===== src/hdl/pcfg_map.vh =====
// Address map, field positions and default values for the clock-loop configuration registers.
`ifndef PCFG_MAP_VH
`define PCFG_MAP_VH

`define PCFG_ADDR_A_LOW 7'h00
`define PCFG_ADDR_A_MID 7'h01
`define PCFG_ADDR_A_HIGH 7'h02
`define PCFG_ADDR_A_CTL 7'h03
`define PCFG_ADDR_B_LOW 7'h04
`define PCFG_ADDR_B_MID 7'h05
`define PCFG_ADDR_B_HIGH 7'h06
`define PCFG_ADDR_MAP_C 7'h28
`define PCFG_ADDR_MAP_D 7'h29
`define PCFG_ADDR_MAP_E 7'h2A
`define PCFG_ADDR_ERR_STAT 7'h2B
`define PCFG_ADDR_RX_CHAN1 7'h2C
`define PCFG_ADDR_RX_CHAN2 7'h2D
`define PCFG_ADDR_RX_CHAN3 7'h2E
`define PCFG_ADDR_RX_CHAN4 7'h2F
`define PCFG_ADDR_RX_CHAN5 7'h30
`define PCFG_ADDR_LINK_STAT 7'h31
`define PCFG_ADDR_PWR1 7'h32
`define PCFG_ADDR_PWR2 7'h33
`define PCFG_ADDR_RDBK 7'h34
`define PCFG_ADDR_SOFT_RST 7'h35

`define PCFG_RST_A_LOW 9'h121
`define PCFG_RST_A_MID 9'h17E
`define PCFG_RST_A_HIGH 9'h07D
`define PCFG_RST_A_CTL 9'h014
`define PCFG_RST_B_LOW 9'h121
`define PCFG_RST_B_MID 9'h17E
`define PCFG_RST_B_HIGH 9'h07D
`define PCFG_RST_MAP_C 9'h054
`define PCFG_RST_MAP_D 9'h076
`define PCFG_RST_MAP_E 9'h098
`define PCFG_RST_PWR1 9'h07E
`define PCFG_RST_PWR2 9'h03E
`define PCFG_RST_RDBK 9'h000
`define PCFG_ZERO9 9'h000

`define PCFG_K_PART_MSB 8
`define PCFG_K_PART_LSB 0
`define PCFG_K_TOP_MSB 3
`define PCFG_K_TOP_LSB 0
`define PCFG_DIV_MSB 7
`define PCFG_DIV_LSB 4
`define PCFG_IN_HALVE_BIT 0
`define PCFG_OUT_HALVE_BIT 1
`define PCFG_FRAC_EN_BIT 2
`define PCFG_RANGE_MSB 4
`define PCFG_RANGE_LSB 3
`define PCFG_RDMUX_MSB 2
`define PCFG_RDMUX_LSB 0
`define PCFG_CONTINUOUS_READBACK_BIT 3
`define PCFG_READEN_BIT 4
`define PCFG_TRANSMITTER_SOURCE_SELECT_NONE 2'h0

`endif


===== src/hdl/pcfg_halver.v =====
// Optional divide-by-two of a one-cycle tick stream.
`timescale 1ns/1ps
module pcfg_halver (
	input wire i_clk,
	input wire i_sys_rst,
	input wire i_halve,
	input wire i_tick,
	output reg o_tick
);
	reg phase;

	always @(posedge i_clk) begin
		if (i_sys_rst) begin
			phase <= 1'b0;
			o_tick <= 1'b0;
		end else begin
			if (i_tick) begin
				phase <= ~phase;
			end
			if (i_halve) begin
				o_tick <= i_tick & phase;
			end else begin
				o_tick <= i_tick;
			end
		end
	end
endmodule // pcfg_halver


===== src/hdl/pcfg_regs.v =====
// Control registers of two clock-synthesis loops, with identity readback and map tail.
`timescale 1ns/1ps
`include "pcfg_map.vh"

// How it works
// - Loop A fraction joins three fields, 22 bits.
// - Reading addresses 0,1 returns identity code.
// - Continuous readback disables identity readback.
// - Reading address 2 returns revision number.
// - Address 3 bit 0 halves input clock.
// - Address 3 bit 1 halves loop output.
// - Address 3 bits 4:3 select range.
// - Range invalid when transmitter source is 00.
// - Loop B fraction joins three fields, 22 bits.
// - Loop B divisor in address 6 bits 7:4.
module pcfg_regs #(
	parameter [8:0] ID_CODE_LOW = 9'h0A5,
	parameter [8:0] ID_CODE_HIGH = 9'h05A,
	parameter [8:0] REVISION_CODE = 9'h003
) (
	input wire i_clk,
	input wire i_sys_rst,
	input wire i_wr_strobe,
	input wire i_rd_strobe,
	input wire [6:0] i_addr,
	input wire [8:0] i_wdata,
	output reg [8:0] o_rdata,
	output reg o_rd_valid,
	input wire [1:0] i_transmitter_source_select,
	input wire [8:0] i_error_flag_status,
	input wire [8:0] i_link_status,
	input wire [44:0] i_rx_channel_status,
	input wire i_master_tick,
	input wire i_loop_a_tick,
	output wire o_loop_a_ref_tick,
	output wire o_loop_a_clock_tick,
	output wire [21:0] o_loop_a_fraction,
	output wire [3:0] o_loop_a_divisor,
	output wire o_loop_a_input_halve,
	output wire o_loop_a_output_halve,
	output wire o_loop_a_fraction_enable,
	output wire [1:0] o_loop_a_range_select,
	output wire o_loop_a_range_valid,
	output wire [21:0] o_loop_b_fraction,
	output wire [3:0] o_loop_b_divisor,
	output wire [8:0] o_status_pin_map_c,
	output wire [8:0] o_status_pin_map_d,
	output wire [8:0] o_status_pin_map_e,
	output wire [8:0] o_power_down_converters,
	output wire [8:0] o_power_down_clocks_links,
	output wire o_read_enable,
	output wire o_continuous_readback,
	output wire [2:0] o_readback_select
);
	// Joins a loop's three stored fields into one fraction, low field in the least significant bits.
	function [21:0] join_fraction;
		input [8:0] low;
		input [8:0] mid;
		input [8:0] high;
		begin
			join_fraction = {high[`PCFG_K_TOP_MSB:`PCFG_K_TOP_LSB],
				mid[`PCFG_K_PART_MSB:`PCFG_K_PART_LSB],
				low[`PCFG_K_PART_MSB:`PCFG_K_PART_LSB]};
		end
	endfunction

	reg [8:0] loop_a_frac_low;
	reg [8:0] loop_a_frac_mid;
	reg [8:0] loop_a_frac_high_divisor;
	reg [8:0] loop_a_scaling_control;
	reg [8:0] loop_b_frac_low;
	reg [8:0] loop_b_frac_mid;
	reg [8:0] loop_b_frac_high_divisor;
	reg [8:0] status_pin_map_c;
	reg [8:0] status_pin_map_d;
	reg [8:0] status_pin_map_e;
	reg [8:0] power_down_converters;
	reg [8:0] power_down_clocks_links;
	reg [8:0] readback_control;
	reg [8:0] next_rdata;
	reg range_valid;
	wire soft_reset;
	wire restore;
	wire cont_read;

	assign soft_reset = i_wr_strobe & (i_addr == `PCFG_ADDR_SOFT_RST);
	assign restore = i_sys_rst | soft_reset;
	assign cont_read = readback_control[`PCFG_CONTINUOUS_READBACK_BIT];

	always @(posedge i_clk) begin
		if (restore) begin
			loop_a_frac_low <= `PCFG_RST_A_LOW;
			loop_a_frac_mid <= `PCFG_RST_A_MID;
			loop_a_frac_high_divisor <= `PCFG_RST_A_HIGH;
			loop_a_scaling_control <= `PCFG_RST_A_CTL;
			loop_b_frac_low <= `PCFG_RST_B_LOW;
			loop_b_frac_mid <= `PCFG_RST_B_MID;
			loop_b_frac_high_divisor <= `PCFG_RST_B_HIGH;
			status_pin_map_c <= `PCFG_RST_MAP_C;
			status_pin_map_d <= `PCFG_RST_MAP_D;
			status_pin_map_e <= `PCFG_RST_MAP_E;
			power_down_converters <= `PCFG_RST_PWR1;
			power_down_clocks_links <= `PCFG_RST_PWR2;
			readback_control <= `PCFG_RST_RDBK;
		end else if (i_wr_strobe) begin
			case (i_addr)
				`PCFG_ADDR_A_LOW: begin
					loop_a_frac_low <= i_wdata;
				end
				`PCFG_ADDR_A_MID: begin
					loop_a_frac_mid <= i_wdata;
				end
				`PCFG_ADDR_A_HIGH: begin
					loop_a_frac_high_divisor <= i_wdata;
				end
				`PCFG_ADDR_A_CTL: begin
					loop_a_scaling_control <= i_wdata;
				end
				`PCFG_ADDR_B_LOW: begin
					loop_b_frac_low <= i_wdata;
				end
				`PCFG_ADDR_B_MID: begin
					loop_b_frac_mid <= i_wdata;
				end
				`PCFG_ADDR_B_HIGH: begin
					loop_b_frac_high_divisor <= i_wdata;
				end
				`PCFG_ADDR_MAP_C: begin
					status_pin_map_c <= i_wdata;
				end
				`PCFG_ADDR_MAP_D: begin
					status_pin_map_d <= i_wdata;
				end
				`PCFG_ADDR_MAP_E: begin
					status_pin_map_e <= i_wdata;
				end
				`PCFG_ADDR_PWR1: begin
					power_down_converters <= i_wdata;
				end
				`PCFG_ADDR_PWR2: begin
					power_down_clocks_links <= i_wdata;
				end
				`PCFG_ADDR_RDBK: begin
					readback_control <= i_wdata;
				end
				default: begin
					loop_a_frac_low <= loop_a_frac_low;
				end
			endcase
		end
	end

	// Read data selection; identity words overlay the loop A fraction locations.
	always @* begin
		next_rdata = `PCFG_ZERO9;
		case (i_addr)
			`PCFG_ADDR_A_LOW: begin
				if (cont_read) begin
					next_rdata = loop_a_frac_low;
				end else begin
					next_rdata = ID_CODE_LOW;
				end
			end
			`PCFG_ADDR_A_MID: begin
				if (cont_read) begin
					next_rdata = loop_a_frac_mid;
				end else begin
					next_rdata = ID_CODE_HIGH;
				end
			end
			`PCFG_ADDR_A_HIGH: begin
				next_rdata = REVISION_CODE;
			end
			`PCFG_ADDR_A_CTL: begin
				next_rdata = loop_a_scaling_control;
			end
			`PCFG_ADDR_B_LOW: begin
				next_rdata = loop_b_frac_low;
			end
			`PCFG_ADDR_B_MID: begin
				next_rdata = loop_b_frac_mid;
			end
			`PCFG_ADDR_B_HIGH: begin
				next_rdata = loop_b_frac_high_divisor;
			end
			`PCFG_ADDR_MAP_C: begin
				next_rdata = status_pin_map_c;
			end
			`PCFG_ADDR_MAP_D: begin
				next_rdata = status_pin_map_d;
			end
			`PCFG_ADDR_MAP_E: begin
				next_rdata = status_pin_map_e;
			end
			`PCFG_ADDR_ERR_STAT: begin
				next_rdata = i_error_flag_status;
			end
			`PCFG_ADDR_RX_CHAN1: begin
				next_rdata = i_rx_channel_status[8:0];
			end
			`PCFG_ADDR_RX_CHAN2: begin
				next_rdata = i_rx_channel_status[17:9];
			end
			`PCFG_ADDR_RX_CHAN3: begin
				next_rdata = i_rx_channel_status[26:18];
			end
			`PCFG_ADDR_RX_CHAN4: begin
				next_rdata = i_rx_channel_status[35:27];
			end
			`PCFG_ADDR_RX_CHAN5: begin
				next_rdata = i_rx_channel_status[44:36];
			end
			`PCFG_ADDR_LINK_STAT: begin
				next_rdata = i_link_status;
			end
			`PCFG_ADDR_PWR1: begin
				next_rdata = power_down_converters;
			end
			`PCFG_ADDR_PWR2: begin
				next_rdata = power_down_clocks_links;
			end
			`PCFG_ADDR_RDBK: begin
				next_rdata = readback_control;
			end
			default: begin
				next_rdata = `PCFG_ZERO9;
			end
		endcase
	end

	always @(posedge i_clk) begin
		if (i_sys_rst) begin
			o_rdata <= `PCFG_ZERO9;
			o_rd_valid <= 1'b0;
		end else begin
			o_rd_valid <= i_rd_strobe;
			if (i_rd_strobe) begin
				o_rdata <= next_rdata;
			end
		end
	end

	// The range selection is flagged unusable while no transmitter source is chosen.
	always @(posedge i_clk) begin
		if (i_sys_rst) begin
			range_valid <= 1'b0;
		end else begin
			range_valid <= (i_transmitter_source_select != `PCFG_TRANSMITTER_SOURCE_SELECT_NONE);
		end
	end

	// Loop A settings.
	assign o_loop_a_fraction = join_fraction(loop_a_frac_low, loop_a_frac_mid,
		loop_a_frac_high_divisor);
	assign o_loop_a_divisor = loop_a_frac_high_divisor[`PCFG_DIV_MSB:`PCFG_DIV_LSB];
	assign o_loop_a_input_halve = loop_a_scaling_control[`PCFG_IN_HALVE_BIT];
	assign o_loop_a_output_halve = loop_a_scaling_control[`PCFG_OUT_HALVE_BIT];
	assign o_loop_a_fraction_enable = loop_a_scaling_control[`PCFG_FRAC_EN_BIT];
	assign o_loop_a_range_select =
		loop_a_scaling_control[`PCFG_RANGE_MSB:`PCFG_RANGE_LSB];
	assign o_loop_a_range_valid = range_valid;

	// Loop B settings.
	assign o_loop_b_fraction = join_fraction(loop_b_frac_low, loop_b_frac_mid,
		loop_b_frac_high_divisor);
	assign o_loop_b_divisor = loop_b_frac_high_divisor[`PCFG_DIV_MSB:`PCFG_DIV_LSB];

	// Map tail registers.
	assign o_status_pin_map_c = status_pin_map_c;
	assign o_status_pin_map_d = status_pin_map_d;
	assign o_status_pin_map_e = status_pin_map_e;
	assign o_power_down_converters = power_down_converters;
	assign o_power_down_clocks_links = power_down_clocks_links;
	assign o_read_enable = readback_control[`PCFG_READEN_BIT];
	assign o_continuous_readback = cont_read;
	assign o_readback_select = readback_control[`PCFG_RDMUX_MSB:`PCFG_RDMUX_LSB];

	// Input prescaler: master ticks halved before entering loop A.
	pcfg_halver u_prescale (
		.i_clk(i_clk),
		.i_sys_rst(i_sys_rst),
		.i_halve(loop_a_scaling_control[`PCFG_IN_HALVE_BIT]),
		.i_tick(i_master_tick),
		.o_tick(o_loop_a_ref_tick)
	);

	// Output postscaler: loop A ticks halved after the loop.
	pcfg_halver u_postscale (
		.i_clk(i_clk),
		.i_sys_rst(i_sys_rst),
		.i_halve(loop_a_scaling_control[`PCFG_OUT_HALVE_BIT]),
		.i_tick(i_loop_a_tick),
		.o_tick(o_loop_a_clock_tick)
	);
endmodule // pcfg_regs


===== config.mk =====
export PLATFORM = sky130hd
export DESIGN_NAME = pcfg_regs
export DESIGN_NICKNAME = d
export VERILOG_FILES = /design/src/hdl/pcfg_halver.v /design/src/hdl/pcfg_regs.v
export VERILOG_INCLUDE_DIRS = /design/src /design/src/hdl
export SDC_FILE = /design/constraint.sdc
export NUM_CORES = 1
export LEC_CHECK = 0
export BUFFER_PORTS_ARGS = -buffer_cell sky130_fd_sc_hd__buf_2
export CORE_ASPECT_RATIO = 1.75
export CORE_MARGIN = 2
export CORE_UTILIZATION = 35
export DETAILED_ROUTE_END_ITERATION = 16
export GPL_ROUTABILITY_DRIVEN = 0
export PLACE_DENSITY = 0.65
export SLEW_MARGIN = 20
export SYNTH_ARGS = -nofsm -noshare
export SYNTH_HDL_FRONTEND = slang
export SYNTH_SLANG_ARGS = --single-unit

===== constraint.sdc =====
create_clock -name i_clk -period 4.3 [get_ports i_clk]
set_clock_uncertainty 0.05 [all_clocks]
set_input_delay 1.29 -clock i_clk [delete_from_list [all_inputs] [get_ports i_clk]]
set_output_delay 1.29 -clock i_clk [all_outputs]
set_load 0.01 [all_outputs]

# After elaboration in Yosys (flattened, before gate mapping)
# Index checks and enable logic that the tools add are counted.
# op_classes
n_eq_ne	20
muxes	5
bitwise	6
reduce_logical	15
# op_table
cell	count
9-bit case mux with 20 select lines	1
7-bit by 6-bit equality test with 1-bit output, second input constant	14
2-bit AND reduction	13
7-bit by 3-bit equality test with 1-bit output, second input constant	3
9-bit 2-to-1 mux	2
7-bit by 2-bit equality test with 1-bit output, second input constant	2
7-bit by 1-bit equality test with 1-bit output, second input constant	1
7-bit logical NOT	1
1-bit bitwise AND	3
1-bit 2-to-1 mux	2
1-bit inverter	2
2-bit nonzero test	1
1-bit OR	1
# totals
ff_bits	131
inputBits	87
out_inout_bits	120
wordCells	66

# Longest topological paths before layout
# Gate-level depths: netlist (run 1).
# logic_depth
word_depth	3
mapped_depth	8
mapped_depth_nobuf	5

# Hierarchy
# Synthesis (run 1) repeated with hierarchy kept, for this count alone.
# hier_totals
hier_cells	864
hier_area_um2	6567.5
# modules_own_cells
mod	n_inst	cells_per_inst	area_each_um2	seq_area_each_um2
pcfg_regs	1	852	6424.9	2542.4
pcfg_halver	2	6	71.3	40.0

# Worst setup path before layout (run 1)
# No wires, ideal clock.
# synth_path
path_type	input -> register
start	in i_addr[4]
end	reg o_rdata[6]
setup_time_ns	0.139
t_arrival_ns	2.691
required_time_ns	4.111
path_slack_ns	1.420
stages	7
path_buffers	2
cell_sequence	buf_2 and4bb_2 and2_1 buf_4 a22o_1 a2111oi_0 a211oi_1
# synth_between
elab_chain_len	2
elab_cells_between_ends	21
classes_between	19 x eq/ne; 1 x mux; 1 x reduce/logical
# synth_rtl
item	line	source
start, declared	pcfg_regs.v:25	input wire [6:0] i_addr,
7-bit by 6-bit equality test with 1-bit output, or another cell as far along	pcfg_regs.v:156	case (i_addr)
9-bit case mux with 20 select lines *	pcfg_regs.v:156	
end signal, assigned	pcfg_regs.v:233	o_rdata <= `PCFG_ZERO9;
end signal, assigned	pcfg_regs.v:238	o_rdata <= next_rdata;
end, declared	pcfg_regs.v:27	output reg [8:0] o_rdata,
# Every way passes the cells marked *; elsewhere a longest branch is shown, timed or not.
# A chain may end at the register's enable or synchronous reset.

# Final worst setup path (run 1)
# layout_path
start	in i_addr[3]
end	reg o_rdata[2]
# The elaborated chain is that of the path after synthesis.

==> impl_metrics.yaml, run 1 <==
clocking:
  clk_path_buf_depth: 2
  cts_setup_buffers: 0
  cts_repair_resize_count: 0
  root_buffer: "clkbuf_16"
  holdBufCountCts: 0
  clock_sinks: 131
  numCtsBuffers: 17
  clk_latency_ns: 0.43
  htree_levels: 4
  cts_tree: "yes"
  clk_pin_slew_ns: 0.06
logic_synthesis:
  synth_ff_type: "dfxtp_1"
  synth_top_area_cell: "dfxtp_1"
  synth_seq_area_share_pct: 39.5
  synth_nets: 900
  ys_ff_latch: 131
  synthTopCellsByArea: "dfxtp_1 (40%), nand2_1 (9.4%), mux2i_1 (8.4%)"
  syn_inst: 813
  synth_cell_types: 67
  yosysTopAreaCellShare_pct: 39.5
  synthesis.area_um2: 6640
  syn_area_per_cell_um2: 8.16
  synth_edf_count: 0
  yosysWarnings: 0
  async_reset_ff_share_pct: 0
grt:
  grt_pass1_vias: 6922
  grt-ovfl-total: 0
  antenna_found_initial: 1
  grt_start_max_net_pins: 57
  grt_pass1_wl_mm: 43.1
  grt_usage_pct: 29.5
sta:
  min_period_over_period_pct: 77.7
  hold_viol: 0
  slew_viol_final: 0
  relSlewSlack_pct: 45.7
  post-route-min-period_ns: 3.34
  rsz0062_at_grt: "false"
  setup_viol: 0
  max_freq_ghz: 0.299
  tns_ns: 0
  worstMarginPinSlew_ns: 0.814
floorplanning:
  die_x_um: 108
  rows: 66
  initial_core_util_pct: 35.7
  fp.dieArea_um2: 20100
  io_pins: 207
  fp.coreArea_um2: 18600
  die_y_um: 186
drt:
  drtAntennaViolNets: 0
  drtIter0Drc: 744
  dr_total_vias: 7375
  finalWirelength_mm: 30.2
  vias_per_cell: 5.99
  drc: 0
  wl_per_cell_um: 24.5
  drt_pass1_iterations: 5
cells_and_area:
  fin_nets: 1068
  stdcell_count: 1232
  final_cell_mix: "buf_2 (206), nand2_1 (166), dfxtp_1 (131)"
  syn2layout_area_growth_pct: 25.8
  final_common_cell: "buf_2"
  drive_above_1_share_pct: 28.4
  fillers: 1910
worst_hold_path:
  hold_path_class: "reg -> reg"
setup_path:
  required_ns: 4.59
  start_kind: "primary input"
  worstPathMaxFanout: 16
  crit_arrival_ns: 3.63
  endpoint_kind: "register"
  crit_type: "in -> reg"
pwr:
  cellLeakagePower_nw: 3.65
  power.density_nw_per_um2: 359
  ir_drop_uv: 227
run_status:
  status: "complete, no violations"
place:
  dp.cells: 1200
  io_buffer_count: 206
  dp_hpwl_mm: 22.1
flow_run:
  cap_violations: 0
[cells in the mapped netlist, drive strengths merged (7+ instances only)]
library cell	count
nand2	166
dfxtp	131
nand3	75
nor2	60
mux2i	56
buf	51
a21oi	38
clkbuf	29
o21ai	23
and3	12
a22oi	11
nand4	11
a221o	10
a221oi	8
and2	8
mux2	8
a22o	7
nor2b	7
[worst max-delay path: stages]
cell and delay (ns):
buf_2 0.24, and4bb_2 0.58, and2_1 0.65, a221oi_1 0.18, or3_1 0.44, a41oi_1 0.24
[report_power, final]
part | switching, mW | total [mW] | leakage, nW | internal, mW
Combinational | 0.194 | 0.290 | 2.30 | 0.0954
Clock | 0.569 | 1.47 | 0.288 | 0.905
Sequential | 0.00720 | 1.23 | 1.06 | 1.22
[cell families after synthesis]
group | share of synthesized area, %
muxes | 10.1
DFF | 39.5
and+or+nand+nor | 26.4
AOI/OAI and AO/OA | 17.1
buffers and inverters | 6.60
xor gates and xnor gates | 0.264
[state kept, by name, indices dropped and copies added (netlist names)]
name,count
loop_a_frac_high_divisor,8
loop_a_frac_low,9
loop_a_frac_mid,9
loop_a_scaling_control,9
loop_b_frac_high_divisor,9
loop_b_frac_low,9
loop_b_frac_mid,9
o_loop_a_range_valid,1
o_power_down_clocks_links,9
o_power_down_converters,9
o_rd_valid,1
o_rdata,9
o_status_pin_map_c,9
o_status_pin_map_d,9
o_status_pin_map_e,9
readback_control,9
u_postscale.o_tick,1
u_postscale.phase,1
u_prescale.o_tick,1
u_prescale.phase,1
[area by class of cell]
cell class              instances  area [µm²]  area share [%]
multi-input cells             595        3610            43.2
diodes                          1        2.50          0.0300
well taps                     238         298            3.57
repair buffers                229        1200            14.4
clock buffers                  17         425            5.09
flip-flops and latches        131        2620            31.4
inverters                       7        26.3           0.315
clock inverters                14         165            1.98
[stage by stage]
| stage | power (mW) | util [%] | cell area [µm²] | setup slack [ns] | hold slack, ns |
|---|---|---|---|---|---|
| after floorplan | 1.40 | - | 6640 | 1.42 | 0.387 |
| after global placement | 1.53 | 41.8 | 7760 | 0.632 | 0.395 |
| after detailed placement | 1.54 | 41.8 | 7760 | 0.623 | 0.402 |
| after CTS | 2.99 | 44.9 | 8350 | 1.08 | 0.411 |
| after global routing | 3.06 | 44.9 | 8350 | 1.00 | 0.427 |
| final | 2.99 | 44.9 | 8350 | 0.960 | 0.410 |
[layer usage]
metal	track usage (%)	part of all wire, %	vias up
met2	48.6	48	528
met4	22.1	7.8	0
met1	32.7	35	3464
li1	-	-	3247
met5	0	0	-
met3	7.00	9.4	136
[final timing paths]
| kind | startpoint | end | slack, ns | cells past startpoint |
|---|---|---|---|---|
| min | loop_b_frac_high_divisor[8] | loop_b_frac_high_divisor[8] | 0.41 | 2 |
| max | i_addr[3] | o_rdata[2] | 0.96 | 6 |
| max reg2reg | readback_control[3] | o_rdata[0] | 1.99 | 5 |
| min reg2reg | loop_b_frac_high_divisor[8] | loop_b_frac_high_divisor[8] | 0.41 | 2 |
No activity file was read; power rests on OpenSTA's default activity.
==> inputs of run 2 (changes only) <==
ABC_AREA = 1   (was not set)
PLACE_DENSITY = 0.68   (was 0.65)
clock period = 2.8 ns   (was 4.3 ns; I/O delays follow)
==> impl_metrics.yaml, run 2 <==
sta:
  min_period_over_period_pct: 80.2
  max_freq_ghz: 0.445
  slew_viol_final: 0
  relSlewSlack_pct: 66.3
  post-route-min-period_ns: 2.25
  setup_ws_ns: 0.554
  worstMarginPinSlew_ns: 0.504
  rsz0062_at_grt: "false"
  hold_viol: 0
  tns_ns: 0
  setup_viol: 0
setup_path:
  cp_cell_sequence: "buf_2, nor2_1, nand2_1, nor2_2, o21ai_0, nand2_1, nor2_1, nand2_1, o21ai_0, a21oi_1"
  cp_slowest_stage_delay_ns: 0.45
  crit_arrival_ns: 2.55
  timing.rr.end: "o_rdata[4]"
  critical-path-slowest-cell: "nor2_2"
  cp.depth: 10
  crit_type: "in -> reg"
  endpoint_kind: "register"
  crit_top_cell: "nand2_1"
  r2r_start: "readback_control[3]"
  r2r_slack_ns: 1.09
  worstPathMaxFanout: 10
  critPathBufInv: 1
  start_kind: "primary input"
  critPathTopFamily: "simple AND/OR/NAND/NOR gates"
  reg2reg_depth: 8
  required_ns: 3.10
  timing.critical_path.from: "i_addr[3]"
drt:
  finalWirelength_mm: 28.5
  met2_length_mm: 13.5
  m1WireLength_mm: 9.90
  drtIter0Drc: 684
  wl_per_cell_um: 19.6
  dr_total_vias: 7701
  drtAntennaViolNets: 0
  vias_per_cell: 5.28
  dr.max_layer_used: "met5"
  wl_met3_mm: 2.50
  drc: 0
  drt_pass1_iterations: 5
logic_synthesis:
  synth_top_area_cell: "dfxtp_1"
  yosys-top-cells-count: "nand2_1 (370), nand3_1 (172), dfxtp_1 (131), nor2_1 (76), a21oi_1 (73)"
  synth_xor_area_share_pct: 0.268
  synthTopCellsByArea: "dfxtp_1 (40%), nand2_1 (21%), nand3_1 (13%)"
  synth_ff_type: "dfxtp_1"
  yosysTopAreaCellShare_pct: 40.1
  synth-adder-area-share_pct: 0
  synth_edf_count: 0
  yosys.cell_count.top_type: "nand2_1"
  async_reset_ff_share_pct: 0
  ys_ff_latch: 131
  synth_seq_area_share_pct: 40.1
  yosysWarnings: 0
  synthesis.area_um2: 6540
  syn_inst: 1009
  synth_cell_types: 24
  synthSimpleGateAreaFrac_pct: 43.2
  synth_nets: 1096
  syn_area_per_cell_um2: 6.48
  synth-compound-area-share_pct: 8.77
  synth_top_family_by_area: "simple AND/OR/NAND/NOR gates"
  synth.area.mux_share_pct: 0
cells_and_area:
  drive_above_1_share_pct: 25.4
  syn2layout_area_growth_pct: 28.8
  fillers: 1947
  ff_latch_area_um2: 2620
  stdcell_count: 1458
  final_cell_mix: "nand2_1 (370), buf_2 (206), nand3_1 (172)"
  insertedDiodeCount: 0
  multi_input_area_um2: 3420
  fin_nets: 1294
  final_common_cell: "nand2_1"
clocking:
  root_buffer: "clkbuf_16"
  clock_sinks: 131
  clk_pin_slew_ns: 0.06
  cts_setup_buffers: 0
  clk_path_buf_depth: 2
  numCtsBuffers: 17
  htree_levels: 4
  cts_repair_resize_count: 0
  cts_tree: "yes"
  clk_latency_ns: 0.42
  holdBufCountCts: 0
pwr:
  power.density_nw_per_um2: 537
  ir_drop_uv: 362
  cellLeakagePower_nw: 4.09
grt:
  grt_start_max_net_pins: 44
  grt_usage_pct: 28.3
  grt-ovfl-total: 0
  grt_pass1_vias: 7358
  grt_pass1_wl_mm: 41.5
  antenna_found_initial: 1
worst_hold_path:
  min-delay-start: "readback_control[6]"
  hold_path_end: "readback_control[6]"
  hold_path_class: "reg -> reg"
  min_path_cells: 2
place:
  dp_hpwl_mm: 21.7
  io_buffer_count: 206
  dp.cells: 1426
  pre_cts_slack_ns: 0.252
floorplanning:
  fp.coreArea_um2: 18400
  initial_core_util_pct: 35.5
  die_x_um: 107
  io_pins: 207
  die_y_um: 185
  fp.dieArea_um2: 19800
  rows: 66
run_status:
  status: "complete, no violations"
flow_run:
  cap_violations: 0
==> run 2: cell types whose count changed in the layout (fill, tap and decap cells not counted), moves of 12 or more <==
cell	before	now
a21oi_1	38	73
and3_1	12	0
inv_1	5	43
mux2i_1	56	0
nand2_1	166	370
nand3_1	75	172
nor2_1	56	76
nor2_2	1	13
o21ai_0	19	35
==> run 2: metrics by stage <==
stage          cell area (µm²)  total power, mW  hold WS [ns]  utilization, %
6_report                  8420             4.52         0.407            45.7
4_1_cts                   8420             4.52         0.405            45.7
3_5_place_dp              7810             2.25         0.393            42.4
2_1_floorplan             6540             2.08         0.374               -
3_3_place_gp              7810             2.25         0.388            42.4
5_1_grt                   8420             4.63         0.419            45.7
==> run 2: cells by family after synthesis <==
family | Yosys count
AOI/OAI and AO/OA | 112
DFF | 131
xor gates and xnor gates | 2
and+or+nand+nor | 654
buffers and inverters | 110
==> run 2: layer usage <==
layer | vias up | track usage (%)
met1 | 3436 | 30.4
met3 | 141 | 5.84
met4 | 2 | 23.1
met2 | 474 | 47.3
li1 | 3648 | -
met5 | - | 0
==> run 2: area by class of cell <==
cell class	instances	share of cell area, %
Clock buffer	18	5.10
Clock inverter	14	2.10
Inverter	55	2.45
Multi-Input combinational cell	768	40.6
Sequential cell	131	31.1
Tap cell	238	3.54
Timing Repair Buffer	234	15.0
==> run 2: where the power goes <==
part | switching, mW | internal (mW)
Sequential | 0.00965 | 1.88
Combinational | 0.229 | 0.0995
Clock | 0.895 | 1.41
Total | 1.13 | 3.39
==> run 2: worst reg2reg max path, stage by stage (launching register included) <==
cell and delay, ns:
dfxtp_1 0.33, inv_1 0.12, or2_2 0.30, nand3_1 0.08, nand2_1 0.05, nor2_1 0.22, nand3_1 0.14, o21ai_0 0.20
a21oi_1 0.10
==> run 2: worst max path at each step <==
stage	to	slack, ns
global placement	o_rdata[7]	0.25
CTS	o_rdata[7]	0.63
detailed placement	o_rdata[7]	0.25
global route	o_rdata[7]	0.34
floorplan	o_status_pin_map_d[0]	0.74
finish	o_rdata[7]	0.55
==> inputs of run 3 (changes only) <==
PLACE_DENSITY = 0.65   (was 0.68)
clock period = 2.2 ns   (was 2.8 ns; I/O delays follow)
==> impl_metrics.yaml, run 3 (same netlist as run 2, synthesis figures left out) <==
cells_and_area:
  syn2layout_area_growth_pct: 33.7
  final_cell_mix: "nand2_1 (370), buf_2 (206), nand3_1 (172)"
  fin_nets: 1325
  drive_above_1_share_pct: 27.3
  final_common_cell: "nand2_1"
  fillers: 1938
grt:
  grt_start_max_net_pins: 28
  grt_usage_pct: 29.5
  grt_pass1_wl_mm: 43.4
  antenna_found_initial: 2
  grt_pass1_vias: 7533
  grt-ovfl-total: 0
clocking:
  numCtsBuffers: 17
  cts_tree: "yes"
  htree_levels: 4
  root_buffer: "clkbuf_16"
  cts_repair_resize_count: 0
  clk_latency_ns: 0.43
  clock_sinks: 131
  cts_setup_buffers: 0
  clk_path_buf_depth: 2
  clk_pin_slew_ns: 0.06
  holdBufCountCts: 0
floorplanning:
  io_pins: 207
  die_y_um: 185
  fp.dieArea_um2: 19800
  rows: 66
  die_x_um: 107
  initial_core_util_pct: 35.5
  fp.coreArea_um2: 18400
setup_path:
  crit_arrival_ns: 2.30
  required_ns: 2.51
  endpoint_kind: "register"
  start_kind: "primary input"
  crit_type: "in -> reg"
  worstPathMaxFanout: 6
sta:
  relSlewSlack_pct: 48.0
  hold_viol: 0
  setup_viol: 0
  min_period_over_period_pct: 90.4
  post-route-min-period_ns: 1.99
  worstMarginPinSlew_ns: 0.776
  max_freq_ghz: 0.503
  slew_viol_final: 0
  rsz0062_at_grt: "false"
  setup_ws_ns: 0.211
  tns_ns: 0
pwr:
  swShare_pct: 25.4
  switching_power_mw: 1.44
  p_int_mw: 4.24
  seq_power_share_pct: 42.4
  ir_drop_uv: 377
  p_comb_share_pct: 8.2
  cellLeakagePower_nw: 4.25
  power.density_nw_per_um2: 649
  clockPowerShare_pct: 49.5
drt:
  finalWirelength_mm: 29.4
  drc: 0
  vias_per_cell: 5.24
  drtIter0Drc: 737
  drtAntennaViolNets: 0
  drt_pass1_iterations: 5
  dr_total_vias: 7811
  wl_per_cell_um: 19.7
run_status:
  status: "complete, no violations"
place:
  pre_cts_slack_ns: -0.148
  dp_hpwl_mm: 22.3
  io_buffer_count: 206
flow_run:
  cap_violations: 0
worst_hold_path:
  hold_path_class: "in -> reg"
[run 3: cell types whose count changed in the layout (fill, tap and decap cells not counted), moves of 2 or more]
cell / before / now
buf_4: 26 / 48
buf_12: 2 / 11
clkinvlp_4: 2 / 6
inv_6: 4 / 0
clkinv_2: 2 / 5
clkinv_4: 3 / 1
diode_2: 0 / 2
[run 3: metal layers]
layer / GRT usage, % / up-vias / wire (µm)
met4: 21.8 / 0 / 2290
met3: 4.75 / 109 / 2370
met1: 32.9 / 3559 / 10500
li1: - / 3698 / -
met5: 0 / - / 0
met2: 49.9 / 445 / 14200
[run 3: power groups by stage]
stage / Clock (mW) / Sequential (mW) / Combinational (mW)
6_report: 2.81 / 2.41 / 0.463
3_3_place_gp: 0 / 2.46 / 0.450
3_5_place_dp: 0 / 2.46 / 0.450
4_1_cts: 2.82 / 2.40 / 0.452
5_1_grt: 2.91 / 2.41 / 0.488
2_1_floorplan: 0 / 2.46 / 0.186
[run 3: layout make-up]
| type | instances | area (µm²) | share of cell area [%] |
|---|---|---|---|
| clock inverter | 14 | 139 | 1.59 |
| timing repair buffer | 265 | 1610 | 18.4 |
| multi-input combinational | 768 | 3420 | 39.1 |
| antenna | 2 | 5.00 | 0.0572 |
| clock buffer | 18 | 439 | 5.02 |
| inverter | 55 | 206 | 2.36 |
| sequential | 131 | 2620 | 30.0 |
| tap | 238 | 298 | 3.41 |
[run 3: worst max-delay path: stages]
cell,delay (ns)
buf_2,0.13
nor2_1,0.30
nand2_1,0.13
buf_4,0.14
nor2_1,0.32
nand2_1,0.15
nand2_1,0.10
nor2_1,0.05
nand2_1,0.11
o21ai_0,0.10
a21oi_1,0.12
[run 3: metrics by stage]
| step | hold WS [ns] | area (µm²) | cells | power, mW | utilization (%) |
|---|---|---|---|---|---|
| after floorplan | 0.374 | 6540 | 1009 | 2.65 | - |
| after global placement | 0.381 | 8160 | 1457 | 2.91 | 44.3 |
| after detailed placement | 0.390 | 8160 | 1457 | 2.91 | 44.3 |
| after CTS | 0.381 | 8740 | 1489 | 5.68 | 47.4 |
| after global routing | 0.419 | 8740 | 1491 | 5.81 | 47.5 |
| final | 0.391 | 8740 | 1491 | 5.68 | 47.5 |
[run 3: final timing paths]
check	startpoint	slack [ns]	cells after the start	to
worst max register to register	readback_control[3]	0.52	8	o_rdata[5]
worst min-delay path	i_transmitter_source_select[0]	0.39	3	o_loop_a_range_valid
worst min register to register	readback_control[6]	0.40	2	readback_control[6]
worst max-delay path	i_addr[3]	0.21	11	o_rdata[7]
